File: config.mk
export PLATFORM = sky130hd
export DESIGN_NAME = lcad_decoder
export DESIGN_NICKNAME = d
export VERILOG_FILES = /design/src/rtl/lcad_pkg.sv /design/src/rtl/lcad_decoder.sv
export SDC_FILE = /design/constraint.sdc
export NUM_CORES = 1
export LEC_CHECK = 0
export BUFFER_PORTS_ARGS = -buffer_cell sky130_fd_sc_hd__buf_2
export CORE_UTILIZATION = 40
export DETAILED_ROUTE_END_ITERATION = 12
export PLACE_DENSITY_LB_ADDON = 0.15
export SLEW_MARGIN = 15
export SYNTH_ARGS = -nofsm -noshare
export SYNTH_HDL_FRONTEND = slang
export SYNTH_SLANG_ARGS = --single-unit
File: constraint.sdc
create_clock -name aclk -period 4.05 [get_ports aclk]
set_input_delay 1.0125 -clock aclk [delete_from_list [all_inputs] [get_ports aclk]]
set_output_delay 1.0125 -clock aclk [all_outputs]
set_load 0.01 [all_outputs]
File: src/rtl/lcad_pkg.sv
// Constants and types of the command/address decoder
package lcad_pkg;
  localparam int CA_W  = 10;
  localparam int ROW_W = 13;
  localparam int COL_W = 8;
  localparam int BANKS = 4;
  localparam int BA_W  = 2;
  localparam int DQ_W  = 32;
  localparam int LANES = 4;
  localparam int BCNT_W = 5;

  localparam logic [7:0] OFS_CTRL   = 8'h00;
  localparam logic [7:0] OFS_STATUS = 8'h04;
  localparam logic [7:0] OFS_CMD    = 8'h08;
  localparam logic [7:0] OFS_ROW    = 8'h0C;
  localparam logic [7:0] OFS_MODE   = 8'h10;

  localparam int CTRL_EN_POS = 0;
  localparam int CTRL_BL_LSB = 1;
  localparam logic       CTRL_EN_RST = 1'h1;
  localparam logic [1:0] CTRL_BL_RST = 2'h1;

  localparam int ST_PWR_LSB  = 0;
  localparam int ST_OPEN_LSB = 2;
  localparam int ST_BUR_LSB  = 6;
  localparam int ST_CKE_POS  = 8;
  localparam int CMD_BA_LSB  = 4;
  localparam int CMD_COL_LSB = 6;
  localparam int CMD_AP_POS  = 14;
  localparam int ROW_BA_LSB  = 13;
  localparam int MODE_OP_LSB = 8;

  localparam logic [1:0] RESP_OKAY   = 2'h0;
  localparam logic [1:0] RESP_SLVERR = 2'h2;

  localparam logic [BCNT_W-1:0] BL4  = 5'h04;
  localparam logic [BCNT_W-1:0] BL8  = 5'h08;
  localparam logic [BCNT_W-1:0] BL16 = 5'h10;

  typedef enum logic [1:0] {
    PWR_ON  = 2'h0,
    PWR_PD  = 2'h1,
    PWR_SR  = 2'h3,
    PWR_DPD = 2'h2
  } lcad_pwr_e;

  typedef enum logic [1:0] {
    BUR_IDLE = 2'h0,
    BUR_RD   = 2'h1,
    BUR_WR   = 2'h3
  } lcad_bur_e;

  typedef enum logic [3:0] {
    CMD_NOP = 4'h0,
    CMD_MRW = 4'h1,
    CMD_MRR = 4'h2,
    CMD_REF = 4'h3,
    CMD_ACT = 4'h4,
    CMD_WR  = 4'h5,
    CMD_RD  = 4'h6,
    CMD_PRE = 4'h7,
    CMD_BST = 4'h8
  } lcad_cmd_e;
endpackage

File: src/rtl/lcad_decoder.sv
// Command/address decoder, power-state tracker and data lanes of a DDR mobile DRAM
//
// Design decisions made here: the AXI4-Lite slave port and the address map.
`timescale 1ns/1ps
module lcad_decoder (
  input  logic                                       aclk,
  input  logic                                       aresetn,
  input  logic [7:0]                                 s_axi_awaddr,
  input  logic [2:0]                                 s_axi_awprot,
  input  logic                                       s_axi_awvalid,
  output logic                                       s_axi_awready,
  input  logic [31:0]                                s_axi_wdata,
  input  logic [3:0]                                 s_axi_wstrb,
  input  logic                                       s_axi_wvalid,
  output logic                                       s_axi_wready,
  output logic [1:0]                                 s_axi_bresp,
  output logic                                       s_axi_bvalid,
  input  logic                                       s_axi_bready,
  input  logic [7:0]                                 s_axi_araddr,
  input  logic [2:0]                                 s_axi_arprot,
  input  logic                                       s_axi_arvalid,
  output logic                                       s_axi_arready,
  output logic [31:0]                                s_axi_rdata,
  output logic [1:0]                                 s_axi_rresp,
  output logic                                       s_axi_rvalid,
  input  logic                                       s_axi_rready,
  input  logic                                       ck,
  input  logic                                       cke,
  input  logic                                       cs_n,
  input  logic [lcad_pkg::CA_W-1:0]                  ca,
  input  logic [lcad_pkg::DQ_W-1:0]                  dq_i,
  output logic [lcad_pkg::DQ_W-1:0]                  dq_o,
  output logic                                       dq_oe,
  input  logic [lcad_pkg::LANES-1:0]                 dqs_i,
  output logic [lcad_pkg::LANES-1:0]                 dqs_o,
  output logic [lcad_pkg::LANES-1:0]                 dqs_oe,
  input  logic [lcad_pkg::LANES-1:0]                 dm,
  output logic                                       clk_active,
  output logic [1:0]                                 pwr_state,
  output logic                                       cmd_valid,
  output logic [3:0]                                 cmd_code,
  output logic [lcad_pkg::BA_W-1:0]                  cmd_bank,
  output logic [lcad_pkg::ROW_W-1:0]                 cmd_row,
  output logic [lcad_pkg::COL_W-1:0]                 cmd_col,
  output logic                                       cmd_ap,
  output logic [7:0]                                 mr_addr,
  output logic [7:0]                                 mr_op,
  output logic                                       pre_valid,
  output logic [lcad_pkg::BANKS-1:0]                 pre_banks,
  output logic                                       wr_valid,
  output logic [lcad_pkg::DQ_W-1:0]                  wr_data,
  output logic [lcad_pkg::LANES-1:0]                 wr_be,
  output logic [lcad_pkg::COL_W-1:0]                 wr_col,
  output logic [lcad_pkg::BA_W-1:0]                  burst_bank,
  output logic                                       rd_req,
  output logic [lcad_pkg::COL_W-1:0]                 rd_col,
  input  logic [2*lcad_pkg::DQ_W-1:0]                rd_word
);
  import lcad_pkg::*;

  typedef struct packed {
    logic                         ck_m, ck_s, ck_d;
    logic                         cke_m, cke_s, cs_m, cs_s;
    logic [CA_W-1:0]              ca_m, ca_s;
    logic [LANES-1:0]             dqs_m, dqs_s, dqs_d, dm_m, dm_s;
    logic [DQ_W-1:0]              dq_m, dq_s;
    logic [CA_W-1:0]              ca_r;
    logic                         cs_r, cke_r, cke_p;
    lcad_pwr_e                    pwr;
    logic [BANKS-1:0]             open;
    logic [BANKS-1:0][ROW_W-1:0]  rows;
    logic                         cmd_vld;
    lcad_cmd_e                    cmd;
    logic [BA_W-1:0]              bank;
    logic [ROW_W-1:0]             row;
    logic [BA_W-1:0]              row_bank;
    logic [COL_W-1:0]             col;
    logic                         ap;
    logic [7:0]                   mra, mrop;
    logic                         pre_vld;
    logic [BANKS-1:0]             pre_mask;
    lcad_bur_e                    bur;
    logic [BA_W-1:0]              bbank;
    logic                         bap;
    logic [COL_W-1:0]             bcol;
    logic [BCNT_W-1:0]            bcnt;
    logic [2*DQ_W-1:0]            rdw;
    logic [DQ_W-1:0]              dq_o;
    logic                         dq_oe, dqs_o;
    logic                         wr_vld;
    logic [DQ_W-1:0]              wr_data;
    logic [LANES-1:0]             wr_be;
    logic [COL_W-1:0]             wr_col, rd_col;
    logic                         rd_req;
    logic                         ctrl_en;
    logic [1:0]                   ctrl_bl;
    logic                         aw_got, w_got;
    logic [7:0]                   awaddr;
    logic [31:0]                  wdata;
    logic [3:0]                   wstrb;
    logic                         bvalid, rvalid;
    logic [1:0]                   bresp, rresp;
    logic [31:0]                  rdata;
  } lcad_state_s;

  lcad_state_s q_ff;
  lcad_state_s nxt_q;

  function automatic lcad_cmd_e decode_cmd(input logic [3:0] c);
    lcad_cmd_e r;
    r = CMD_NOP;
    if (!c[0]) begin
      if (c[1]) r = CMD_ACT;
      else if (!c[2]) r = c[3] ? CMD_MRR : CMD_MRW;
      else if (c[3]) r = CMD_REF;
    end else if (!c[1]) begin
      r = c[2] ? CMD_RD : CMD_WR;
    end else if (!c[2]) begin
      r = c[3] ? CMD_PRE : CMD_BST;
    end
    return r;
  endfunction

  function automatic logic [BANKS-1:0] bank_mask(input logic [BA_W-1:0] b);
    return BANKS'(1) << b;
  endfunction

  function automatic logic [BCNT_W-1:0] bl_beats(input logic [1:0] code);
    case (code)
      2'h0:    return BL4;
      2'h1:    return BL8;
      default: return BL16;
    endcase
  endfunction

  logic             ck_rise, ck_fall;
  logic [LANES-1:0] dqs_edge;
  logic             aw_take, w_take, ar_take;
  logic [31:0]      rd_mux;
  logic             rd_hit;

  assign ck_rise  = q_ff.ck_s & ~q_ff.ck_d;
  assign ck_fall  = ~q_ff.ck_s & q_ff.ck_d;
  assign dqs_edge = q_ff.dqs_s ^ q_ff.dqs_d;
  assign aw_take  = s_axi_awvalid & s_axi_awready;
  assign w_take   = s_axi_wvalid & s_axi_wready;
  assign ar_take  = s_axi_arvalid & s_axi_arready;

  always_comb begin
    rd_hit = 1'b1;
    rd_mux = 32'h0;
    case (s_axi_araddr)
      OFS_CTRL: begin
        rd_mux[CTRL_EN_POS] = q_ff.ctrl_en;
        rd_mux[CTRL_BL_LSB +: 2] = q_ff.ctrl_bl;
      end
      OFS_STATUS: begin
        rd_mux[ST_PWR_LSB +: 2] = q_ff.pwr;
        rd_mux[ST_OPEN_LSB +: BANKS] = q_ff.open;
        rd_mux[ST_BUR_LSB +: 2] = q_ff.bur;
        rd_mux[ST_CKE_POS] = q_ff.cke_r;
      end
      OFS_CMD: begin
        rd_mux[3:0] = q_ff.cmd;
        rd_mux[CMD_BA_LSB +: BA_W] = q_ff.bank;
        rd_mux[CMD_COL_LSB +: COL_W] = q_ff.col;
        rd_mux[CMD_AP_POS] = q_ff.ap;
      end
      OFS_ROW: begin
        rd_mux[ROW_W-1:0] = q_ff.row;
        rd_mux[ROW_BA_LSB +: BA_W] = q_ff.row_bank;
      end
      OFS_MODE: begin
        rd_mux[7:0] = q_ff.mra;
        rd_mux[MODE_OP_LSB +: 8] = q_ff.mrop;
      end
      default: rd_hit = 1'b0;
    endcase
  end

  always_comb begin
    nxt_q = q_ff;
    // Two flops on every pin from the controller's clock domain
    nxt_q.ck_m  = ck;
    nxt_q.ck_s  = q_ff.ck_m;
    nxt_q.ck_d  = q_ff.ck_s;
    nxt_q.cke_m = cke;
    nxt_q.cke_s = q_ff.cke_m;
    nxt_q.cs_m  = cs_n;
    nxt_q.cs_s  = q_ff.cs_m;
    nxt_q.ca_m  = ca;
    nxt_q.ca_s  = q_ff.ca_m;
    nxt_q.dqs_m = dqs_i;
    nxt_q.dqs_s = q_ff.dqs_m;
    nxt_q.dqs_d = q_ff.dqs_s;
    nxt_q.dq_m  = dq_i;
    nxt_q.dq_s  = q_ff.dq_m;
    nxt_q.dm_m  = dm;
    nxt_q.dm_s  = q_ff.dm_m;
    nxt_q.cmd_vld = 1'b0;
    nxt_q.pre_vld = 1'b0;
    nxt_q.wr_vld  = 1'b0;
    nxt_q.wr_be   = '0;
    nxt_q.rd_req  = 1'b0;

    if (ck_rise) begin
      nxt_q.ca_r  = q_ff.ca_s;
      nxt_q.cs_r  = q_ff.cs_s;
      nxt_q.cke_r = q_ff.cke_s;
      nxt_q.cke_p = q_ff.cke_r;
      unique case (q_ff.pwr)
        PWR_ON: begin
          if (q_ff.cke_r && !q_ff.cke_s) begin
            if (q_ff.cs_s) nxt_q.pwr = PWR_PD;
            else if (q_ff.ca_s[2:0] == 3'h4) nxt_q.pwr = PWR_SR;
            else if (q_ff.ca_s[2:0] == 3'h3) nxt_q.pwr = PWR_DPD;
            else nxt_q.pwr = PWR_PD;
          end
        end
        PWR_PD: if (q_ff.cke_s && q_ff.cs_s) nxt_q.pwr = PWR_ON;
        PWR_SR, PWR_DPD: ;
      endcase
    end

    // Deep states leave on the CKE level alone, since CK may be stopped
    if ((q_ff.pwr == PWR_SR || q_ff.pwr == PWR_DPD) && q_ff.cke_s) begin
      nxt_q.pwr   = PWR_ON;
      nxt_q.cke_r = 1'b1;
      nxt_q.cke_p = 1'b1;
    end
    if (q_ff.pwr == PWR_DPD) nxt_q.open = '0;

    // Read beats: low half on the rise, high half on the fall
    if (ck_rise) begin
      if (q_ff.bur == BUR_RD && q_ff.bcnt != bl_beats(q_ff.ctrl_bl)) begin
        nxt_q.rdw    = rd_word;
        nxt_q.dq_o   = rd_word[DQ_W-1:0];
        nxt_q.dqs_o  = 1'b1;
        nxt_q.dq_oe  = q_ff.cke_s;
        nxt_q.rd_req = 1'b1;
        nxt_q.bcnt   = q_ff.bcnt + BCNT_W'(1);
      end else begin
        nxt_q.dq_oe = 1'b0;
        nxt_q.dqs_o = 1'b0;
        if (q_ff.bur == BUR_RD) begin
          nxt_q.bur = BUR_IDLE;
          if (q_ff.bap) begin
            nxt_q.pre_vld  = 1'b1;
            nxt_q.pre_mask = bank_mask(q_ff.bbank);
            nxt_q.open     = q_ff.open & ~bank_mask(q_ff.bbank);
          end
        end
      end
    end
    if (ck_fall && q_ff.bur == BUR_RD && q_ff.dq_oe) begin
      nxt_q.dq_o   = q_ff.rdw[2*DQ_W-1:DQ_W];
      nxt_q.dqs_o  = 1'b0;
      nxt_q.bcnt   = q_ff.bcnt + BCNT_W'(1);
      nxt_q.rd_col = q_ff.bcol + COL_W'(q_ff.bcnt + BCNT_W'(1));
    end

    // Write beats follow each strobe edge; masked lanes carry no enable
    if (q_ff.bur == BUR_WR && q_ff.cke_r && |dqs_edge) begin
      nxt_q.wr_vld  = 1'b1;
      nxt_q.wr_data = q_ff.dq_s;
      for (int i = 0; i < LANES; i++) begin
        nxt_q.wr_be[i] = dqs_edge[i] & ~q_ff.dm_s[i];
      end
      nxt_q.wr_col = q_ff.bcol + COL_W'(q_ff.bcnt);
      if (dqs_edge[0]) begin
        nxt_q.bcnt = q_ff.bcnt + BCNT_W'(1);
        if (q_ff.bcnt + BCNT_W'(1) == bl_beats(q_ff.ctrl_bl)) begin
          nxt_q.bur = BUR_IDLE;
          if (q_ff.bap) begin
            nxt_q.pre_vld  = 1'b1;
            nxt_q.pre_mask = bank_mask(q_ff.bbank);
            nxt_q.open     = q_ff.open & ~bank_mask(q_ff.bbank);
          end
        end
      end
    end

    // Command completes at the falling edge that brings its second half
    if (ck_fall && q_ff.pwr == PWR_ON && q_ff.ctrl_en && q_ff.cke_r && q_ff.cke_p
        && !q_ff.cs_r && decode_cmd(q_ff.ca_r[3:0]) != CMD_NOP) begin
      nxt_q.cmd_vld = 1'b1;
      nxt_q.cmd     = decode_cmd(q_ff.ca_r[3:0]);
      unique case (decode_cmd(q_ff.ca_r[3:0]))
        CMD_MRW, CMD_MRR: begin
          nxt_q.mra = {q_ff.ca_s[1:0], q_ff.ca_r[9:4]};
          if (q_ff.ca_r[3:0] == 4'h0) nxt_q.mrop = q_ff.ca_s[9:2];
        end
        CMD_ACT: begin
          nxt_q.row = {q_ff.ca_r[6:2], q_ff.ca_s[7:0]};
          nxt_q.row_bank = q_ff.ca_r[8:7];
          nxt_q.open[q_ff.ca_r[8:7]] = 1'b1;
          nxt_q.rows[q_ff.ca_r[8:7]] = {q_ff.ca_r[6:2], q_ff.ca_s[7:0]};
        end
        CMD_RD, CMD_WR: begin
          nxt_q.bank  = q_ff.ca_r[8:7];
          nxt_q.col   = {q_ff.ca_s[5:1], q_ff.ca_r[6:5], 1'b0};
          nxt_q.ap    = q_ff.ca_s[0];
          nxt_q.bbank = q_ff.ca_r[8:7];
          nxt_q.bap   = q_ff.ca_s[0];
          nxt_q.bcol  = {q_ff.ca_s[5:1], q_ff.ca_r[6:5], 1'b0};
          nxt_q.rd_col = {q_ff.ca_s[5:1], q_ff.ca_r[6:5], 1'b0};
          nxt_q.bcnt  = '0;
          nxt_q.bur   = q_ff.ca_r[2] ? BUR_RD : BUR_WR;
        end
        CMD_PRE: begin
          nxt_q.pre_vld  = 1'b1;
          nxt_q.bank     = q_ff.ca_r[8:7];
          nxt_q.pre_mask = q_ff.ca_r[4] ? '1 : bank_mask(q_ff.ca_r[8:7]);
          nxt_q.open     = nxt_q.open & ~(q_ff.ca_r[4] ? '1 : bank_mask(q_ff.ca_r[8:7]));
        end
        CMD_BST: begin
          nxt_q.bur   = BUR_IDLE;
          nxt_q.dq_oe = 1'b0;
          nxt_q.dqs_o = 1'b0;
        end
        CMD_REF, CMD_NOP: ;
      endcase
    end

    // Output drivers off whenever CKE was sampled low
    if (!q_ff.cke_r) begin
      nxt_q.dq_oe = 1'b0;
    end

    // Register bus: one write and one read in flight at most
    if (aw_take) begin
      nxt_q.aw_got = 1'b1;
      nxt_q.awaddr = s_axi_awaddr;
    end
    if (w_take) begin
      nxt_q.w_got = 1'b1;
      nxt_q.wdata = s_axi_wdata;
      nxt_q.wstrb = s_axi_wstrb;
    end
    if (q_ff.aw_got && q_ff.w_got) begin
      nxt_q.aw_got = 1'b0;
      nxt_q.w_got  = 1'b0;
      nxt_q.bvalid = 1'b1;
      nxt_q.bresp  = RESP_OKAY;
      unique case (q_ff.awaddr)
        OFS_CTRL: begin
          if (q_ff.wstrb[0]) begin
            nxt_q.ctrl_en = q_ff.wdata[CTRL_EN_POS];
            nxt_q.ctrl_bl = q_ff.wdata[CTRL_BL_LSB +: 2];
          end
        end
        OFS_STATUS, OFS_CMD, OFS_ROW, OFS_MODE: ;
        default: nxt_q.bresp = RESP_SLVERR;
      endcase
    end
    if (q_ff.bvalid && s_axi_bready) nxt_q.bvalid = 1'b0;
    if (ar_take) begin
      nxt_q.rvalid = 1'b1;
      nxt_q.rdata  = rd_mux;
      nxt_q.rresp  = rd_hit ? RESP_OKAY : RESP_SLVERR;
    end else if (q_ff.rvalid && s_axi_rready) begin
      nxt_q.rvalid = 1'b0;
    end
  end

  always_ff @(posedge aclk) begin
    if (!aresetn) begin
      q_ff         <= '0;
      q_ff.pwr     <= PWR_ON;
      q_ff.bur     <= BUR_IDLE;
      q_ff.cmd     <= CMD_NOP;
      q_ff.ctrl_en <= CTRL_EN_RST;
      q_ff.ctrl_bl <= CTRL_BL_RST;
    end else begin
      q_ff <= nxt_q;
    end
  end

  assign s_axi_awready = ~q_ff.aw_got & ~q_ff.bvalid;
  assign s_axi_wready  = ~q_ff.w_got & ~q_ff.bvalid;
  assign s_axi_bvalid  = q_ff.bvalid;
  assign s_axi_bresp   = q_ff.bresp;
  assign s_axi_arready = ~q_ff.rvalid;
  assign s_axi_rvalid  = q_ff.rvalid;
  assign s_axi_rdata   = q_ff.rdata;
  assign s_axi_rresp   = q_ff.rresp;

  assign dq_o       = q_ff.dq_o;
  assign dq_oe      = q_ff.dq_oe;
  assign dqs_o      = {LANES{q_ff.dqs_o}};
  assign dqs_oe     = {LANES{q_ff.dq_oe}};
  assign clk_active = q_ff.cke_r;
  assign pwr_state  = q_ff.pwr;
  assign cmd_valid  = q_ff.cmd_vld;
  assign cmd_code   = q_ff.cmd;
  assign cmd_bank   = q_ff.cmd == CMD_ACT ? q_ff.row_bank : q_ff.bank;
  assign cmd_row    = q_ff.row;
  assign cmd_col    = q_ff.col;
  assign cmd_ap     = q_ff.ap;
  assign mr_addr    = q_ff.mra;
  assign mr_op      = q_ff.mrop;
  assign pre_valid  = q_ff.pre_vld;
  assign pre_banks  = q_ff.pre_mask;
  assign wr_valid   = q_ff.wr_vld;
  assign wr_data    = q_ff.wr_data;
  assign wr_be      = q_ff.wr_be;
  assign wr_col     = q_ff.wr_col;
  assign burst_bank = q_ff.bbank;
  assign rd_req     = q_ff.rd_req;
  assign rd_col     = q_ff.rd_col;
endmodule

==> qor.txt, run 1 <==
Fill cells: 3479
Synth top area share: 0.4871
Gr usage total: 0.1918
Status: finished clean
Crit Path Class: flip-flop to output port
Total negative slack: 0 ps
Post-synth top flop: dfxtp_1
FF/Latch Area: 6947 um^2
Slowest-stage cell, CP: nor4b_1
Initial Utilization: 0.4098
Metal3 WL: 2374 um
Worst path cell trace: nor4b_1, mux2_2, buf_2
Post-synth ARST share: 0
Fin. max-slew vios: 0
YS warnings: 0
Layout cells sized above 1: 0.2297
CTS buffer count: 39
Die W: 190.8 um
DRT Pass-1 Iters: 5
Sequential element share of the synthesized area: 0.4871
Global route total overflow: 0
Pwr Density: 453.4 nW/um^2
# nets final: 1968
Routed WL: 35860 um
FF+latch count, synth: 347
Reg clk slew, reported paths: 60 ps
Area growth, synth to finish: 13.69%
WL per Instance: 15.89 um
CP peak stage delay: 430 ps
Hold WC Path Type: flip-flop to flip-flop
Wl on met1: 16080 um
Later-pin clock latency in the skew report: 520 ps
PortBufs: 315
Placement Cell Area: 14910 um^2
Worst-margin pin slew: 1091 ps
Final hold vios: 0
Part of the cycle the worst path needs: 0.7208
First-pass GRT wire length: 55570 um
Final Setup Violations: 0
Cells after synthesis: 1659
Leading area contributor after synthesis: dfxtp_1
Min cycle time layout: 2919 ps
F_max: 0.3426 GHz
DP HPWL: 24990 um
Largest net degree at the start of global routing: 99
Post-CTS setup buffer count: 0
Post-CTS sizing: 0
Max Root-Sink Buffers: 3
Drt first-iter violations: 533
Via count: 11014
Die ar.: 36410 um^2
WP data arrival: 1910 ps
Critical Path Fanout Max: 4
Io pins: 373
GP Congestion: 0.8742
Synth top area cells: dfxtp_1, buf_4, nand2_1
CTS tree: yes
Count of cell types in the netlist: 72
Final instance area: 16210 um^2
Wire length on met2: 16580 um
Antenna violations before repair: 6
Area of the multi-input gates: 5605 um^2
P_leak: 6.680 nW
# clock sinks: 347
Crit path required time: 3040 ps
Area of the core: 34800 um^2
Slew margin rel.: 0.2712
Unrepaired setup endpoints after global routing: no
DRT antenna net count: 0
# DRC: 0
Die H: 190.8 um
Clk root buf: clkbuf_16
Final Skew: 11.32 ps
Avg Cell Area, Syn: 8.595 um^2
CTS Hold Buffers Added: 0
Cell Rows: 68
Max-cap violations: 0
Synth Cell Area: 14260 um^2
Number of global-route vias before repair: 10185
Number of enable flip-flop cells after synthesis: 0
H-tree depth: 2
Critical path launch point type: flip-flop
Peak supply drop: 365.9 uV
Vias per cell: 4.880
CP endpoint kind: output port
Highest routed metal layer: met5
-- sequential cells by signal (all words and copies together) (netlist names), 7 cells and up --
signal       cells
cmd_col          7
cmd_row         13
dq_o            32
mr_addr          8
mr_op            8
nxt_q           58
q_ff           130
rd_col           8
s_axi_rdata     16
wr_col           8
wr_data         32
-- cells in the final DEF, fill, tap and decap left out, types with 19 or more instances in the layout --
cell and n:
inv_1 19, and2_1 116, buf_2 314, a22oi_1 47, dfxtp_1 347, mux2i_1 25, o21ai_0 27, nand2_1 337
a21oi_1 199, nor3_1 23, conb_1 19, nor2_1 81, clkbuf_16 40
-- per-layer routing --
layer | track usage | up-vias
met5 | 0 | -
met4 | 0.05815 | 4
met3 | 0.04545 | 58
met2 | 0.3128 | 310
met1 | 0.2495 | 5117
li1 | - | 5525
-- cell families after synthesis --
group | share of synthesized area
AOI/OAI and AO/OA | 0.1323
and+or+nand+nor | 0.2099
buffers and inverters | 0.1259
muxes | 0.01992
xor gates and xnor gates | 0.01386
adders and majority gates | 0.01070
other | 0.0002630
DFF | 0.4871
-- final timing paths --
check	startpoint	to	slack (ps)	cells after the start
max	cmd_code[2]$_SDFFE_PN0P_	cmd_bank[1]	1130	3
min reg2reg	q_ff[444]$_SDFF_PN0_	wr_be[0]$_SDFF_PN0_	390	1
max reg2reg	clk_active$_SDFFE_PN0P_	rd_col[0]$_SDFF_PN0_	1460	5
min	q_ff[444]$_SDFF_PN0_	wr_be[0]$_SDFF_PN0_	390	1
-- metrics by stage --
stage / std cells / setup WS, ps / hold slack, ps / util / total power [mW]
global placement: 2189 / 1003 / 381.9 / 0.4283 / 3.858
finish: 2257 / 1131 / 388.0 / 0.4659 / 7.350
CTS: 2253 / 1114 / 385.4 / 0.4656 / 7.447
global route: 2253 / 1061 / 399.7 / 0.4656 / 7.626
detailed placement: 2189 / 979.2 / 383.5 / 0.4283 / 3.861
floorplan: 1677 / 1395 / 376.3 / - / 3.754
-- synthesized netlist by cell type, types with 5 or more instances --
cell	count
a211oi_1	15
a21oi_1	199
a22oi_1	47
and2_1	116
and3_1	5
buf_1	6
buf_2	13
buf_4	179
clkbuf_1	74
dfxtp_1	347
ha_1	9
inv_1	19
mux2i_1	25
nand2_1	337
nand2b_1	10
nand3_1	14
nor2_1	81
nor2b_1	11
nor3_1	23
o21ai_0	27
o22ai_1	5
xnor2_1	16
-- area by class of cell --
class                           count  share of cell area
Antenna cell                        4           0.0006174
Timing Repair Buffer              330              0.1051
Clock inverter                     14             0.01158
Multi-Input combinational cell   1037              0.3458
Inverter                           20            0.004939
Clock buffer                       50             0.06838
Tap cell                          455             0.03512
Sequential cell                   347              0.4285
-- power by group --
group,switching [mW],internal (mW)
clock network,1.39,2.18
registers,0.0327,3.48
logic,0.151,0.116
total,1.57,5.78
-- critical path: cells and delay by family (launching register included) --
kind          cells  cell delay, ps
simple gates      1             430
flops             1             420
mux               1             410
buf+inv           1             140
No activity file was read; power rests on OpenSTA's default activity.
==> inputs of run 2 (changes only) <==
==> constraint.sdc (replaced) <==
create_clock -name aclk -period 2.85 [get_ports aclk]
set_input_delay 0.7125 -clock aclk [delete_from_list [all_inputs] [get_ports aclk]]
set_output_delay 0.7125 -clock aclk [all_outputs]
set_load 0.01 [all_outputs]
==> run 2 against run 1 <==
Net effect:
- die area is the same
- largest cell class unchanged
- register-to-register slack got worse by 1100 ps
- sequential power is 42% higher
- clock skew about the same
==> qor.txt, run 2 (synthesis gave the netlist of run 1 again) <==
PortBufs: 315 (unchanged)
Crit path required time: 2140 ps (-900 ps)
Antenna violations before repair: 6 (unchanged)
Commonest non-fill, non-tap cell in the layout: dfxtp_1
Fin. max-slew vios: 0 (unchanged)
Global route total overflow: 0 (unchanged)
Via count: 11090 (+0.69%)
Cell Rows: 68 (unchanged)
Crit Path Class: flip-flop to output port
CP peak stage delay: 450 ps (+20 ps)
Commonest cells after routing, fill and taps aside: dfxtp_1, nand2_1, buf_2
Routed WL: 36240 um (+1.1%)
DRT Pass-1 Iters: 5 (unchanged)
Max Root-Sink Buffers: 3 (unchanged)
DRT antenna net count: 0 (unchanged)
P_leak: 6.833 nW (+2.3%)
Die ar.: 36410 um^2 (unchanged)
# DRC: 0 (unchanged)
Die H: 190.8 um (unchanged)
Io pins: 373 (unchanged)
Pwr Density: 636.4 nW/um^2 (+40%)
DP HPWL: 26080 um (+4.4%)
Worst-margin pin slew: 763.9 ps (-327.0 ps)
H-tree depth: 2 (unchanged)
Pre-CTS WS: 242.0 ps (-737.3 ps)
Internal Power: 8.255 mW (+43%)
Slowest-stage cell, CP: nor4b_1
Max-cap violations: 0 (unchanged)
WL per Instance: 15.85 um (-0.20%)
Critical path launch point type: flip-flop
F_max: 0.3770 GHz
# nets final: 1993 (+1.3%)
CP top delay family: simple AND/OR/NAND/NOR gates
Register share of total power: 0.476 (-0.002)
Die W: 190.8 um (unchanged)
Hold WC Path Type: input port to flip-flop
Fill cells: 3435 (-1.3%)
Initial Utilization: 0.4098 (unchanged)
Final Setup Violations: 0 (unchanged)
Worst path cell trace: nor4b_1, mux2_2, buf_2
Post-CTS sizing: 0 (unchanged)
WP data arrival: 1940 ps (+30 ps)
Min cycle time layout: 2652 ps
Vias per cell: 4.851 (-0.59%)
Number of global-route vias before repair: 10508 (+3.2%)
Peak supply drop: 529.4 uV (+45%)
Layout cells sized above 1: 0.2403 (+0.01058)
Reg clk slew, reported paths: 60 ps (about the same)
Area of the core: 34800 um^2 (unchanged)
Clock Power Share: 0.486 (about the same)
Placement Cell Area: 15140 um^2 (+1.6%)
CTS Hold Buffers Added: 0 (unchanged)
Most flop-heavy register: q_ff
Number of flip-flops in the largest register: 130 (unchanged)
# clock sinks: 347 (unchanged)
Later-pin clock latency in the skew report: 520 ps (about the same)
Post-CTS setup buffer count: 0 (unchanged)
Drt first-iter violations: 544 (+2.1%)
Net switching power: 2.233 mW (+42%)
Critical Path Fanout Max: 4 (unchanged)
CP endpoint kind: output port
Post-route setup slack: 197.8 ps (-933.0 ps)
Unrepaired setup endpoints after global routing: no
Clk root buf: clkbuf_16
Final Skew: 11.26 ps (-0.05700 ps)
Combinational share of power: 0.037 (about the same)
Final hold vios: 0 (unchanged)
CTS buffer count: 39 (unchanged)
CTS tree: yes
Fin Hold WS: 386.7 ps (-1.259 ps)
Part of the cycle the worst path needs: 0.9306
Slew margin rel.: 0.4908 (+0.2195)
Buffers and inverters on the worst path: 1 (unchanged)
Area of the multi-input gates: 5605 um^2 (unchanged)
Largest net degree at the start of global routing: 66 (-33%)
Switching share of power: 0.2129 (-0.0008979)
Area growth, synth to finish: 15.57%
FF/Latch Area: 6947 um^2 (unchanged)
GP Congestion: 0.8942 (+2.3%)
First-pass GRT wire length: 57210 um (+3.0%)
Final instance area: 16480 um^2 (+1.7%)
Gr usage total: 0.1969 (+0.005054)
Layout Utilization: 0.4736 (+0.007695)
Status: finished clean
Total negative slack: 0 ps (unchanged)
## run 2: cell types whose count changed in the layout (fill, tap and decap cells not counted)
cell | before | now
bufinv_16 | 4 | 3
clkbuf_8 | 7 | 11
clkinv_2 | 7 | 4
clkbuf_1 | 3 | 6
buf_12 | 1 | 5
clkinv_4 | 0 | 1
buf_4 | 15 | 36
## run 2: per-layer routing
| layer | global-route usage | share of wire | up-vias |
|---|---|---|---|
| met5 | 0 | 0.0011 | - |
| met4 | 0.04862 | 0.016 | 6 |
| met3 | 0.04619 | 0.064 | 51 |
| met2 | 0.3333 | 0.48 | 307 |
| met1 | 0.2504 | 0.44 | 5131 |
| li1 | - | - | 5595 |
## run 2: area by class of cell
class,count,share of cell area
timing repair buffer,355,0.1178
tap,455,0.03455
clock buffer,57,0.07129
clock inverter,11,0.009187
multi-input combinational,1037,0.3401
antenna,4,0.0006074
inverter,20,0.004859
sequential,347,0.4215
## run 2: path summary, 6_finish.rpt
kind                                          startpoint                        end  slack [ps]  cells after the start
worst max-delay path            cmd_code[2]$_SDFFE_PN0P_                cmd_bank[0]         200                      3
worst max register to register      q_ff[239]$_SDFF_PN0_       q_ff[363]$_SDFF_PN0_         400                      9
worst min register to register      q_ff[444]$_SDFF_PN0_        wr_be[0]$_SDFF_PN0_         390                      1
worst min-delay path                        s_axi_rready  s_axi_rvalid$_SDFFE_PN0P_         390                      2
## run 2: metrics by stage
step	instances	power, mW
2_1_floorplan	1677	5.334
3_3_place_gp	2214	5.494
3_5_place_dp	2214	5.501
4_1_cts	2282	10.63
5_1_grt	2282	10.93
6_report	2286	10.49
## run 2: worst register-to-register path: cells and delay by family, from the launching register on
kind,cells,cell delay (ps)
simple gates,3,480
flops,1,470
compound gates,4,970
fa+ha+maj,1,280
buf+inv,1,170
## run 2: power by group through the flow
| stage | Sequential (mW) | Clock [mW] | Combinational [mW] |
|---|---|---|---|
| after floorplan | 5.09 | 0 | 0.249 |
| after global placement | 5.10 | 0 | 0.393 |
| final | 5.00 | 5.10 | 0.392 |
| after detailed placement | 5.10 | 0 | 0.398 |
| after global routing | 5.00 | 5.49 | 0.439 |
| after CTS | 5.00 | 5.24 | 0.399 |
==> inputs of run 3 (changes only) <==
==> constraint.sdc (replaced) <==
create_clock -name aclk -period 3.4 [get_ports aclk]
set_input_delay 0.85 -clock aclk [delete_from_list [all_inputs] [get_ports aclk]]
set_output_delay 0.85 -clock aclk [all_outputs]
set_load 0.01 [all_outputs]
==> run 3 against run 2 <==
Net effect:
- critical path depth is the same
- core utilization shrank 0.51 points
- wire length shrank 0.94%
- register-to-register slack better by 430 ps
- die area unchanged
- critical path type unchanged
==> qor.txt, run 3 (synthesis gave the netlist of run 1 again) <==
Status: finished clean
Cell Rows: 68 (unchanged)
Area growth, synth to finish: 14.33%
Drt first-iter violations: 528 (-2.9%)
Max Root-Sink Buffers: 3 (unchanged)
Min cycle time layout: 2785 ps
Reg2Reg Depth: 5 (-4)
# clock sinks: 347 (unchanged)
Peak supply drop: 332.5 uV (-37%)
Layout Utilization: 0.4685 (-0.005070)
Antenna violations before repair: 4 (-2)
Io pins: 373 (unchanged)
Pwr Density: 539.8 nW/um^2 (-15%)
Final instance area: 16300 um^2 (-1.1%)
Later-pin clock latency in the skew report: 530 ps (about the same)
CTS tree: yes
Clk root buf: clkbuf_16
Hold path depth: 1 (-1)
P_leak: 6.729 nW (-1.5%)
Die ar.: 36410 um^2 (unchanged)
Layout cells sized above 1: 0.2334 (-0.006841)
Post-CTS sizing: 0 (unchanged)
Via count: 11019 (-0.64%)
Global route total overflow: 0 (unchanged)
CTS buffer count: 39 (unchanged)
Die H: 190.8 um (unchanged)
# DRC: 0 (unchanged)
Final Skew: 18.85 ps (+7.584 ps)
Final hold vios: 0 (unchanged)
DP HPWL: 25280 um (-3.1%)
Crit Path Class: flip-flop to output port
Placement Cell Area: 14980 um^2 (-1.1%)
Largest net degree at the start of global routing: 74 (+12%)
WL per Instance: 15.82 um (-0.20%)
Worst path cell trace: nor4b_1, mux2_2, buf_2
F_max: 0.3591 GHz
Post-CTS setup buffer count: 0 (unchanged)
Critical path launch point type: flip-flop
Final cell count without fillers: 2269 (-0.74%)
DRT antenna net count: 0 (unchanged)
Worst-margin pin slew: 961.9 ps (+198.0 ps)
Number of flip-flops in the largest register: 130 (unchanged)
CP top delay family: simple AND/OR/NAND/NOR gates
Slew margin rel.: 0.3587 (-0.1320)
WP depth: 3 (unchanged)
Vias per cell: 4.856 (+0.10%)
CP peak stage delay: 510 ps (+60 ps)
Initial Utilization: 0.4098 (unchanged)
PortBufs: 315 (unchanged)
Fill cells: 3478 (+1.3%)
DRT Pass-1 Iters: 4 (-1)
H-tree depth: 2 (unchanged)
Reg clk slew, reported paths: 60 ps (about the same)
Fin. max-slew vios: 0 (unchanged)
Hold WC Path Type: flip-flop to flip-flop
Fin Hold WS: 386.0 ps (-0.7450 ps)
Routed WL: 35900 um (-0.94%)
Number of global-route vias before repair: 10348 (-1.5%)
Post-route setup slack: 615.3 ps (+417.5 ps)
Unrepaired setup endpoints after global routing: no
Area of the core: 34800 um^2 (unchanged)
Total power: 8.801 mW (-16%)
Die W: 190.8 um (unchanged)
Max-cap violations: 0 (unchanged)
WP data arrival: 1930 ps (about the same)
Commonest cells after routing, fill and taps aside: dfxtp_1, nand2_1, buf_2
Crit path required time: 2550 ps (+410 ps)
GP Congestion: 0.8646 (-3.3%)
Total negative slack: 0 ps (unchanged)
Part of the cycle the worst path needs: 0.8190
CTS Hold Buffers Added: 0 (unchanged)
DP Cell Count: 2195 (-0.86%)
CP endpoint kind: output port
Final Setup Violations: 0 (unchanged)
Commonest non-fill, non-tap cell in the layout: dfxtp_1
Gr usage total: 0.1934 (-0.003489)
Most flop-heavy register: q_ff
# nets final: 1974 (-0.95%)
Pre-CTS WS: 532.0 ps (+290.0 ps)
Buffers and inverters on the worst path: 1 (unchanged)
First-pass GRT wire length: 55960 um (-2.2%)
Critical Path Fanout Max: 4 (unchanged)
Slowest-stage cell, CP: nor4b_1
## run 3: power by group
part           total, mW  internal, mW  switching (mW)
Clock               4.29          2.57            1.72
Combinational      0.323         0.142           0.180
Sequential          4.19          4.15          0.0397
Total               8.80          6.86            1.94
## run 3: cell type report
class,instances,area [um^2],share of cell area
repair buffers,336,1774,0.1088
flip-flops and latches,347,6947,0.4261
well taps,455,569.3,0.03492
multi-input cells,1037,5605,0.3438
inverters,20,80.08,0.004912
clock inverters,21,240.2,0.01474
diodes,2,5.005,0.0003070
clock buffers,51,1082,0.06639
## run 3: metal layers
| metal | global-route usage | share of wire |
|---|---|---|
| met1 | 0.2455 | 0.44 |
| met2 | 0.3264 | 0.48 |
| met3 | 0.04785 | 0.064 |
| met4 | 0.04708 | 0.015 |
| met5 | 0 | 0.00061 |
## run 3: final timing paths
kind | from | to | slack [ps]
setup / recovery | cmd_code[3]$_SDFFE_PN0P_ | cmd_bank[0] | 620
hold / removal | q_ff[446]$_SDFF_PN0_ | wr_be[2]$_SDFF_PN0_ | 390
setup reg to reg | clk_active$_SDFFE_PN0P_ | rd_col[0]$_SDFF_PN0_ | 830
hold reg to reg | q_ff[446]$_SDFF_PN0_ | wr_be[2]$_SDFF_PN0_ | 390
## run 3: worst register-to-register path: cells and delay by family (launching register included)
| family | cells | cell delay, ps |
|---|---|---|
| flops | 1 | 540 |
| simple gates | 5 | 1920 |
